**src/include/select_pkg.sv**
```systemverilog
/*
 package for the unit select and motor control qualifier of a disk drive.
 assumes one 100 MHz system clock and an active high asynchronous reset.
*/
//
// Function
// RQ1 - motor inputs drive spindle; polarity chosen by low or high jumper
// RQ2 - four separate unit select inputs address up to four drives
// RQ3 - matching select low activates electronics, steps, read and write
// RQ4 - matching select high ignores inputs and disables all status outputs; code keeps driving head_one_out and media_change_out while deselected
// RQ5 - answered select line comes from board shunt, never a runtime signal
// RQ6 - controller asserts one select at most; duplicate addresses undefined
// RQ7 - controller holds select low until step or transfer finishes
// RQ8 - head-select options turn a select line into head select input
// RQ9 - step pulses arriving while deselected are discarded
// RQ10 - media-change indication clears on select rising edge when ready
// RQ11 - inputs synchronised; reset comes up deselected, outputs inactive; code can pulse selected and head one, then ctrl and status, a cycle each on release
package select_pkg;
    localparam int unsigned UNITS       = 4;
    localparam int unsigned MOTOR_LINES = 4;
    localparam int unsigned SYNC_DEPTH  = 3;

    typedef struct packed {
        logic step;
        logic direction;
        logic write_gate;
        logic side;
    } ctrl_t;

    typedef struct packed {
        logic index;
        logic track0;
        logic write_protect;
        logic read_data;
        logic ready;
        logic media_change;
    } status_t;

    localparam status_t STATUS_IDLE = '0;
endpackage

```
**src/logic/pin_sync.sv**
```systemverilog
/*
 three stage synchroniser for pins from outside the clock domain.
 assumes one clock; output changes once stages two and three agree.
*/
`timescale 1ns/1ps
module pin_sync
    import select_pkg::*;
#(
    parameter int unsigned WIDTH = 1
)
(
    input  wire logic             clk_sys_in,
    input  wire logic             reset_in,
    input  wire logic [WIDTH-1:0] raw_in,
    input  wire logic [WIDTH-1:0] init_in,
    output logic      [WIDTH-1:0] clean_out
);
    typedef struct packed {
        logic [WIDTH-1:0] s1;
        logic [WIDTH-1:0] s2;
        logic [WIDTH-1:0] s3;
        logic [WIDTH-1:0] q;
        logic [1:0]       fill;
    } sync_state_t;

    sync_state_t state_reg;
    sync_state_t state_next;
    logic        primed;

    // stage three holds a real pin sample only once all stages are filled
    assign primed = (state_reg.fill == 2'(SYNC_DEPTH)); // [RQ11]

    always_comb
    begin
        state_next    = state_reg;
        state_next.s1 = raw_in;
        state_next.s2 = state_reg.s1;
        state_next.s3 = state_reg.s2;
        if (!primed)
        begin
            state_next.fill = state_reg.fill + 2'd1;
        end
        for (int i = 0; i < WIDTH; i++)
        begin
            if (state_reg.s2[i] == state_reg.s3[i])
            begin
                state_next.q[i] = state_reg.s3[i];
            end
        end
        if (!primed)
        begin
            state_next.q = init_in; // [RQ11]
        end
    end

    always_ff @(posedge clk_sys_in or posedge reset_in)
    begin
        if (reset_in)
        begin
            state_reg <= '0;
        end
        else
        begin
            state_reg <= state_next;
        end
    end

    assign clean_out = state_reg.q;
endmodule

```
**src/logic/drive_select_motor_control.sv**
```systemverilog
/*
 unit select qualifier, head select option and motor polarity of a disk drive.
 assumes pins arrive raw, select and side lines low true; drive core on the same clock.
*/
// The address-and-strobe port and the placing of the registers were left to the implementer.
`timescale 1ns/1ps
module drive_select_motor_control
    import select_pkg::*;
(
    input  wire logic                        clk_sys_in,
    input  wire logic                        reset_in,
    input  wire logic [select_pkg::UNITS-1:0] unit_select_n_in,
    input  wire logic [select_pkg::UNITS-1:0] address_shunt_in,
    input  wire logic [select_pkg::UNITS-1:0] head_via_select_option_in,
    input  wire logic                        motor_active_low_jumper_in,
    input  wire logic                        motor_active_high_jumper_in,
    input  wire logic [select_pkg::MOTOR_LINES-1:0] motor_on_in,
    input  wire logic                        side_select_n_in,
    input  wire select_pkg::ctrl_t           ctrl_raw_in,
    input  wire select_pkg::status_t         status_core_in,
    input  wire logic                        media_changed_in,
    output select_pkg::ctrl_t                ctrl_out,
    output select_pkg::status_t              status_out,
    output logic                             selected_out,
    output logic                             head_one_out,
    output logic                             spindle_on_out,
    output logic                             media_change_out
);
    typedef struct packed {
        logic    selected;
        logic    prev_sel;
        logic    head_one;
        logic    spindle;
        logic    change;
        ctrl_t   ctrl;
        status_t status;
    } core_state_t;

    localparam int unsigned SYNC_W = UNITS + MOTOR_LINES + 1;

    core_state_t             state_reg;
    core_state_t             state_next;
    logic [SYNC_W-1:0]       sync_raw;
    logic [SYNC_W-1:0]       sync_init;
    logic [SYNC_W-1:0]       sync_q;
    logic [UNITS-1:0]        sel_low;
    logic [UNITS-1:0]        head_lines;
    logic [UNITS-1:0]        addr_hit;
    logic [MOTOR_LINES-1:0]  motor_sync;
    logic                    side_sync;
    logic                    match_low;
    logic                    motor_asserted;

    assign sync_raw  = {unit_select_n_in, motor_on_in, side_select_n_in};
    assign sync_init = {{UNITS{1'b1}}, {MOTOR_LINES{~motor_active_high_jumper_in}}, 1'b1};

    pin_sync #(.WIDTH(SYNC_W)) u_sync // [RQ11]
    (
        .clk_sys_in (clk_sys_in),
        .reset_in   (reset_in),
        .raw_in     (sync_raw),
        .init_in    (sync_init),
        .clean_out  (sync_q)
    );

    // per line: either address match or head select use
    genvar g;
    generate
        for (g = 0; g < UNITS; g++)
        begin : g_line
            assign sel_low[g]    = ~sync_q[SYNC_W-1-(UNITS-1-g)];
            assign head_lines[g] = head_via_select_option_in[g] & sel_low[g]; // [RQ8]
            assign addr_hit[g]   = address_shunt_in[g] & ~head_via_select_option_in[g]
                                   & sel_low[g]; // [RQ2] [RQ5]
        end
    endgenerate

    assign motor_sync = sync_q[MOTOR_LINES:1];
    assign side_sync  = sync_q[0];
    assign match_low  = |addr_hit; // [RQ3]

    // high jumper makes the lines high true, else low jumper low true; with neither jumper the spindle stays off
    assign motor_asserted = motor_active_high_jumper_in ? (|motor_sync)
                          : (motor_active_low_jumper_in ? ~(&motor_sync) : 1'b0); // [RQ1]

    always_comb
    begin
        state_next          = state_reg;
        state_next.selected = match_low;
        state_next.prev_sel = state_reg.selected;
        state_next.spindle  = motor_asserted; // [RQ1]
        state_next.head_one = (|head_lines) | ~side_sync; // [RQ8]
        if (state_reg.selected)
        begin
            state_next.ctrl   = ctrl_raw_in; // [RQ3]
            state_next.status = status_core_in;
        end
        else
        begin
            state_next.ctrl   = '0; // [RQ4] [RQ9]
            state_next.status = STATUS_IDLE; // [RQ4]
        end
        if (state_reg.prev_sel && !state_reg.selected && status_core_in.ready)
        begin
            state_next.change = 1'b0; // [RQ10]
        end
        if (media_changed_in)
        begin
            state_next.change = 1'b1;
        end
        state_next.status.media_change = state_reg.selected & state_reg.change;
    end

    always_ff @(posedge clk_sys_in or posedge reset_in)
    begin
        if (reset_in)
        begin
            state_reg <= '0; // [RQ11]
        end
        else
        begin
            state_reg <= state_next;
        end
    end

    assign ctrl_out         = state_reg.ctrl;
    assign status_out       = state_reg.status;
    assign selected_out     = state_reg.selected;
    assign head_one_out     = state_reg.head_one;
    assign spindle_on_out   = state_reg.spindle;
    assign media_change_out = state_reg.change;

    a_step_drop_desel: assert property (@(posedge clk_sys_in) disable iff (reset_in)
        !$past(state_reg.selected) |-> !ctrl_out.step) // [RQ9]
        else $error("step passed while deselected");
    a_status_off_desel: assert property (@(posedge clk_sys_in) disable iff (reset_in)
        !$past(state_reg.selected) |-> status_out == STATUS_IDLE) // [RQ4]
        else $error("status active while deselected");
    a_select_follow: assert property (@(posedge clk_sys_in) disable iff (reset_in)
        match_low |=> selected_out) // [RQ3]
        else $error("match did not select");
    a_select_drop: assert property (@(posedge clk_sys_in) disable iff (reset_in)
        !match_low |=> !selected_out) // [RQ4]
        else $error("select stuck without match");
    a_head_option: assert property (@(posedge clk_sys_in) disable iff (reset_in)
        (|head_lines) |=> head_one_out) // [RQ8]
        else $error("head select option ignored");
    a_motor_polarity: assert property (@(posedge clk_sys_in) disable iff (reset_in)
        (motor_active_high_jumper_in && (|motor_sync)) |=> spindle_on_out) // [RQ1]
        else $error("motor high polarity wrong");
    a_change_clear: assert property (@(posedge clk_sys_in) disable iff (reset_in)
        ($fell(selected_out) && status_core_in.ready && !media_changed_in) |=> !media_change_out) // [RQ10]
        else $error("media change not cleared");
    a_shunt_only: assert property (@(posedge clk_sys_in) disable iff (reset_in)
        ((addr_hit & ~address_shunt_in) == '0)) // [RQ5]
        else $error("unshunted line matched");
    a_reset_idle: assert property (@(posedge clk_sys_in)
        reset_in |=> (!selected_out && status_out == STATUS_IDLE)) // [RQ11]
        else $error("reset not idle");
    a_motor_low: assert property (@(posedge clk_sys_in) disable iff (reset_in)
        (!motor_active_high_jumper_in && motor_active_low_jumper_in && !(&motor_sync))
        |=> spindle_on_out) // [RQ1]
        else $error("motor low polarity wrong");
    a_motor_none: assert property (@(posedge clk_sys_in) disable iff (reset_in)
        (!motor_active_high_jumper_in && !motor_active_low_jumper_in) |=> !spindle_on_out) // [RQ1]
        else $error("motor on without jumper");
    a_ctrl_follow: assert property (@(posedge clk_sys_in) disable iff (reset_in)
        selected_out |=> (ctrl_out == $past(ctrl_raw_in))) // [RQ3]
        else $error("controls not passed while selected");
    a_change_set: assert property (@(posedge clk_sys_in) disable iff (reset_in)
        media_changed_in |=> media_change_out) // [RQ10]
        else $error("media change not set");

    c_select: cover property (@(posedge clk_sys_in) disable iff (reset_in) $rose(selected_out));
    c_deselect: cover property (@(posedge clk_sys_in) disable iff (reset_in) $fell(selected_out));
    c_head: cover property (@(posedge clk_sys_in) disable iff (reset_in) $rose(head_one_out));
    c_spindle: cover property (@(posedge clk_sys_in) disable iff (reset_in) $rose(spindle_on_out));
    c_change: cover property (@(posedge clk_sys_in) disable iff (reset_in) $fell(media_change_out));
endmodule

```
**config.mk**
```make
export PLATFORM = sky130hd
export DESIGN_NAME = drive_select_motor_control
export DESIGN_NICKNAME = d
export VERILOG_FILES = /design/src/include/select_pkg.sv /design/src/logic/pin_sync.sv /design/src/logic/drive_select_motor_control.sv
export SDC_FILE = /design/constraint.sdc
export NUM_CORES = 1
export LEC_CHECK = 0
export BUFFER_PORTS_ARGS = -buffer_cell sky130_fd_sc_hd__buf_2
export CORE_MARGIN = 4
export CORE_UTILIZATION = 50
export DETAILED_ROUTE_END_ITERATION = 8
export PLACE_DENSITY = 0.8
export SLEW_MARGIN = 25
export SYNTH_ARGS = -nofsm -noshare
export SYNTH_HDL_FRONTEND = slang
export SYNTH_SLANG_ARGS = --single-unit
```
**constraint.sdc**
```tcl
create_clock -name clk_sys_in -period 2.65 [get_ports clk_sys_in]
set_clock_uncertainty 0.1 [all_clocks]
set_input_delay 0.3975 -clock clk_sys_in [delete_from_list [all_inputs] [get_ports clk_sys_in]]
set_output_delay 0.3975 -clock clk_sys_in [all_outputs]
set_load 0.005 [all_outputs]
```
==> impl_table.tex <==
\begin{tabular}{lr}
\hline
Metric & Value \\
\hline
\multicolumn{2}{l}{\textbf{Power and ir drop}} \\
\quad Cell-internal power & 0.001151 W \\
\quad Sequential share of power & 61.8\% \\
\quad Net Sw Power & 0.0003082 W \\
\quad Relative contribution of combinational cells to total power & 7.8\% \\
\quad Clock power share & 30.4\% \\
\quad Pleak & 1.004 nW \\
\quad Power Dens Cells & 703.5 mW/mm2 \\
\quad IR drop worst, VDD & 0.4027 mV \\
\quad Sw Share & 21.12\% \\
\multicolumn{2}{l}{\textbf{Worst setup path}} \\
\quad Flop2flop setup slack & 1230 ps \\
\quad Crit path largest cell delay & 530 ps \\
\quad Largest delay contributor family on the critical path & flip-flops \\
\quad Setup CP Type & flip-flop to output pin \\
\quad RR Startpoint & u\_sync.state\_reg[0] \\
\quad Endpoint type of the worst setup path & output pin \\
\quad Buffers \& Inverters on Critical Path & 1 \\
\quad Critical path startpoint category & flip-flop \\
\quad Signal arrival time at the worst endpoint & 1060 ps \\
\quad Worst-path cell chain & buf\_2 \\
\quad Data required time at the worst endpoint & 2150 ps \\
\quad Max Fanout on Critical Path & 13 \\
\quad Timing startpoint of the critical path & selected\_out \\
\quad Worst-path cell with the longest stage delay & sky130\_fd\_sc\_hd\_\_dfrtp\_1 \\
\multicolumn{2}{l}{\textbf{Timing}} \\
\quad Worst slew pin tran & 397.7 ps \\
\quad Period minus WS final & 1556 ps \\
\quad Final setup TNS & 0 ps \\
\quad Final setup viols & 0 \\
\quad Final hold slack & 31.82 ps \\
\quad Worst slew margin & 73.49\% \\
\quad Share of the clock period used by the worst path after layout & 58.73\% \\
\quad RSZ-0062 raised after global routing & false \\
\quad Final hold violation count & 0 \\
\quad Pins Over Slew Limit & 0 \\
\quad Fmax achieved & 642.5 MHz \\
\quad Min setup slack post-route & 1094 ps \\
\multicolumn{2}{l}{\textbf{Worst hold path}} \\
\quad Tightest Hold Check Type & input pin to flip-flop \\
\quad Min-Delay Startpoint & unit\_select\_n\_in[3] \\
\multicolumn{2}{l}{\textbf{Floorplanning}} \\
\quad Full die area & 0.004512 mm2 \\
\quad CORE AREA & 0.003363 mm2 \\
\quad I/O pin count & 46 \\
\quad Initial standard-cell utilization of the core & 52.05\% \\
\quad Cell row count & 21 \\
\quad Die boundary width & 67.17 um \\
\quad Height of the die & 67.17 um \\
\multicolumn{2}{l}{\textbf{Detailed routing}} \\
\quad Detail-routed net length per standard cell & 13.14 um \\
\quad Vias after detailed routing & 1,042 \\
\quad Initial detailed-routing violation count & 33 \\
\quad First-pass detailed-route iteration total & 4 \\
\quad Antenna Violating Nets Remaining & 0 \\
\quad Avg Vias per Cell & 4.780 \\
\quad Total Routed Length & 2864 um \\
\quad Number of remaining DRC errors & 0 \\
\multicolumn{2}{l}{\textbf{Layout}} \\
\quad Number of antenna cells inserted & 0 \\
\quad Area growth syn-to-layout & 18.51\% \\
\quad Share of final-layout standard cells stronger than drive strength 1 & 31.98\% \\
\quad Flip-flop count of the largest register after layout & 18 \\
\quad Final nets & 204 \\
\multicolumn{2}{l}{\textbf{Clocking}} \\
\quad Clk pin slew, worst setup/hold paths & 130 ps \\
\quad Hold Buf Count CTS & 1 \\
\quad Number of setup buffers added after CTS & 0 \\
\quad TritonCTS clock tree & built \\
\quad Sinks on Clock Net & 53 \\
\quad Maximum buffer depth of the clock tree & 2 \\
\quad Root buffer cell & sky130\_fd\_sc\_hd\_\_clkbuf\_4 \\
\quad Clock buffers created by TritonCTS & 5 \\
\quad Insertion delay of the later-clocked pin in the worst-skew pair & 360 ps \\
\quad Resized Gates After CTS & 0 \\
\quad Max H-tree Level & 2 \\
\multicolumn{2}{l}{\textbf{Outcome}} \\
\quad Run status & complete, no violations \\
\multicolumn{2}{l}{\textbf{Yosys}} \\
\quad Cell area after synthesis & 0.001750 mm2 \\
\quad Number of instances in the synthesized netlist & 127 \\
\quad Post-synthesis area per instance & 13.78 um2 \\
\quad Share of flip-flops with an asynchronous set or reset after synthesis & 100.0\% \\
\quad Synthesis-stage register bit count & 53 \\
\quad Distinct cell type count of the synthesized netlist & 22 \\
\quad Net Count, Synth & 160 \\
\quad Post-synth top area cell & sky130\_fd\_sc\_hd\_\_dfrtp\_1 \\
\quad Portion of the post-synthesis area used by sequential elements & 75.77\% \\
\quad Share of Yosys cell area claimed by the top area cell type & 75.77\% \\
\quad Ranking of synthesized cells by area & sky130\_fd\_sc\_hd\_\_dfrtp\_1 76\%, sky130\_fd\_sc\_hd\_\_buf\_4 4.3\%, sky130\_fd\_sc\_hd\_\_and2\_1 3.6\%, sky130\_fd\_sc\_hd\_\_o21ai\_0 3.1\%, sky130\_fd\_sc\_hd\_\_a21oi\_1 1.7\% \\
\quad EDFF count, synth & 0 \\
\quad Total number of yosys warnings & 0 \\
\quad Leading register cell type out of synthesis & sky130\_fd\_sc\_hd\_\_dfrtp\_1 \\
\multicolumn{2}{l}{\textbf{GRT}} \\
\quad GRT Overall Usage & 14.39\% \\
\quad Met2 track utilization from global routing & 26.01\% \\
\quad Most used routing layer & met2 \\
\quad Pin count of the biggest net entering global routing & 22 \\
\quad Met1 track demand over resource & 14.29\% \\
\quad Antenna violations before repair & 0 \\
\quad Global routing usage on met3 & 5.824\% \\
\quad Total overflow reported by the global router & 0 \\
\quad Number of global-route vias before repair & 1,043 \\
\quad First-pass GRT wire length & 4560 um \\
\multicolumn{2}{l}{\textbf{Place}} \\
\quad Placed wire-length estimate after detailed placement & 2149 um \\
\quad Post-Place Setup Slack & 1268 ps \\
\quad Port bufs & 44 \\
\quad Global placer's final weighted congestion & 0.7505 \\
\multicolumn{2}{l}{\textbf{Job}} \\
\quad Maximum Capacitance Violations & 0 \\
\hline
\end{tabular}
-- final timing paths --
kind                                          to  cells past startpoint
max reg2reg                  u_sync.clean_out[3]                      3
min reg2reg                u_sync.state_next[15]                      0
min in group asynchronous         spindle_on_out                      3
max in group asynchronous    u_sync.clean_out[8]                      4
min                        u_sync.state_next[28]                      1
max                                 selected_out                      1
-- power by group through the flow --
stage / combinational (W) / clock [W] / sequential, W
2_1_floorplan: 0.0000776 / 0 / 0.000906
3_3_place_gp: 0.000104 / 0 / 0.000913
3_5_place_dp: 0.000112 / 0 / 0.000919
4_1_cts: 0.000114 / 0.000463 / 0.000903
5_1_grt: 0.000130 / 0.000498 / 0.000910
6_report: 0.000114 / 0.000443 / 0.000902
-- cell usage after synthesis, drive strengths merged (2+ instances only) --
master	number
a21oi	6
a31oi	4
and2	10
buf	11
dfrtp	53
inv	4
nand2	7
nand2b	2
nor2	8
o21ai	11
-- kinds of logic (layout without fill, tap and decap cells) --
| family | Yosys count | count (layout) | share of synthesized area (%) |
|---|---|---|---|
| xor gates and xnor gates | 1 | 1 | 0.5004 |
| DFF | 53 | 53 | 75.77 |
| and+or+nand+nor | 31 | 31 | 8.936 |
| muxes | 1 | 1 | 0.6433 |
| buffers and inverters | 16 | 61 | 5.646 |
| adders and majority gates | 1 | 1 | 0.7147 |
| AOI/OAI and AO/OA | 24 | 24 | 7.791 |
-- stage by stage --
stage | cell area [um2] | instances | total power (W) | util (%)
floorplan | 1750 | 127 | 0.0009837 | -
global placement | 1959 | 207 | 0.001017 | 58.26
detailed placement | 1959 | 207 | 0.001032 | 58.26
CTS | 2054 | 216 | 0.001480 | 61.09
global route | 2074 | 218 | 0.001538 | 61.68
finish | 2074 | 218 | 0.001459 | 61.68
-- routing by layer --
layer / wire, um / vias to the layer above
met1: 1007 / 495
met3: 278 / 7
met4: 53 / 0
met5: 0 / -
met2: 1525 / 41
li1: - / 499
-- cell usage in the layout, fill, tap and decap left out, drive strengths merged --
cell | synthesis | layout
buf | 11 | 46
a21oi | 6 | 6
a31oi | 4 | 4
nand3 | 1 | 1
a222oi | 1 | 1
clkbuf | 1 | 7
a22oi | 1 | 1
ha | 1 | 1
dlygate4sd3 | 0 | 3
nand2b | 2 | 2
mux2 | 1 | 1
and2 | 10 | 10
nor2b | 1 | 1
nor2 | 8 | 8
inv | 4 | 4
dfrtp | 53 | 53
bufinv | 0 | 1
xnor2 | 1 | 1
nand4 | 1 | 1
nand2 | 7 | 7
o21ai | 11 | 11
o41ai | 1 | 1
nor3b | 1 | 1
-- cell type report --
cell class | instances | area [um2]
Clock buffer | 7 | 55.05
Clock inverter | 1 | 30.03
Fill cell | 279 | 1289
Inverter | 4 | 15.01
Multi-Input combinational cell | 58 | 325.3
Sequential cell | 53 | 1326
Tap cell | 46 | 57.56
Timing Repair Buffer | 49 | 265.3
Power figures use the tool's default switching activity.
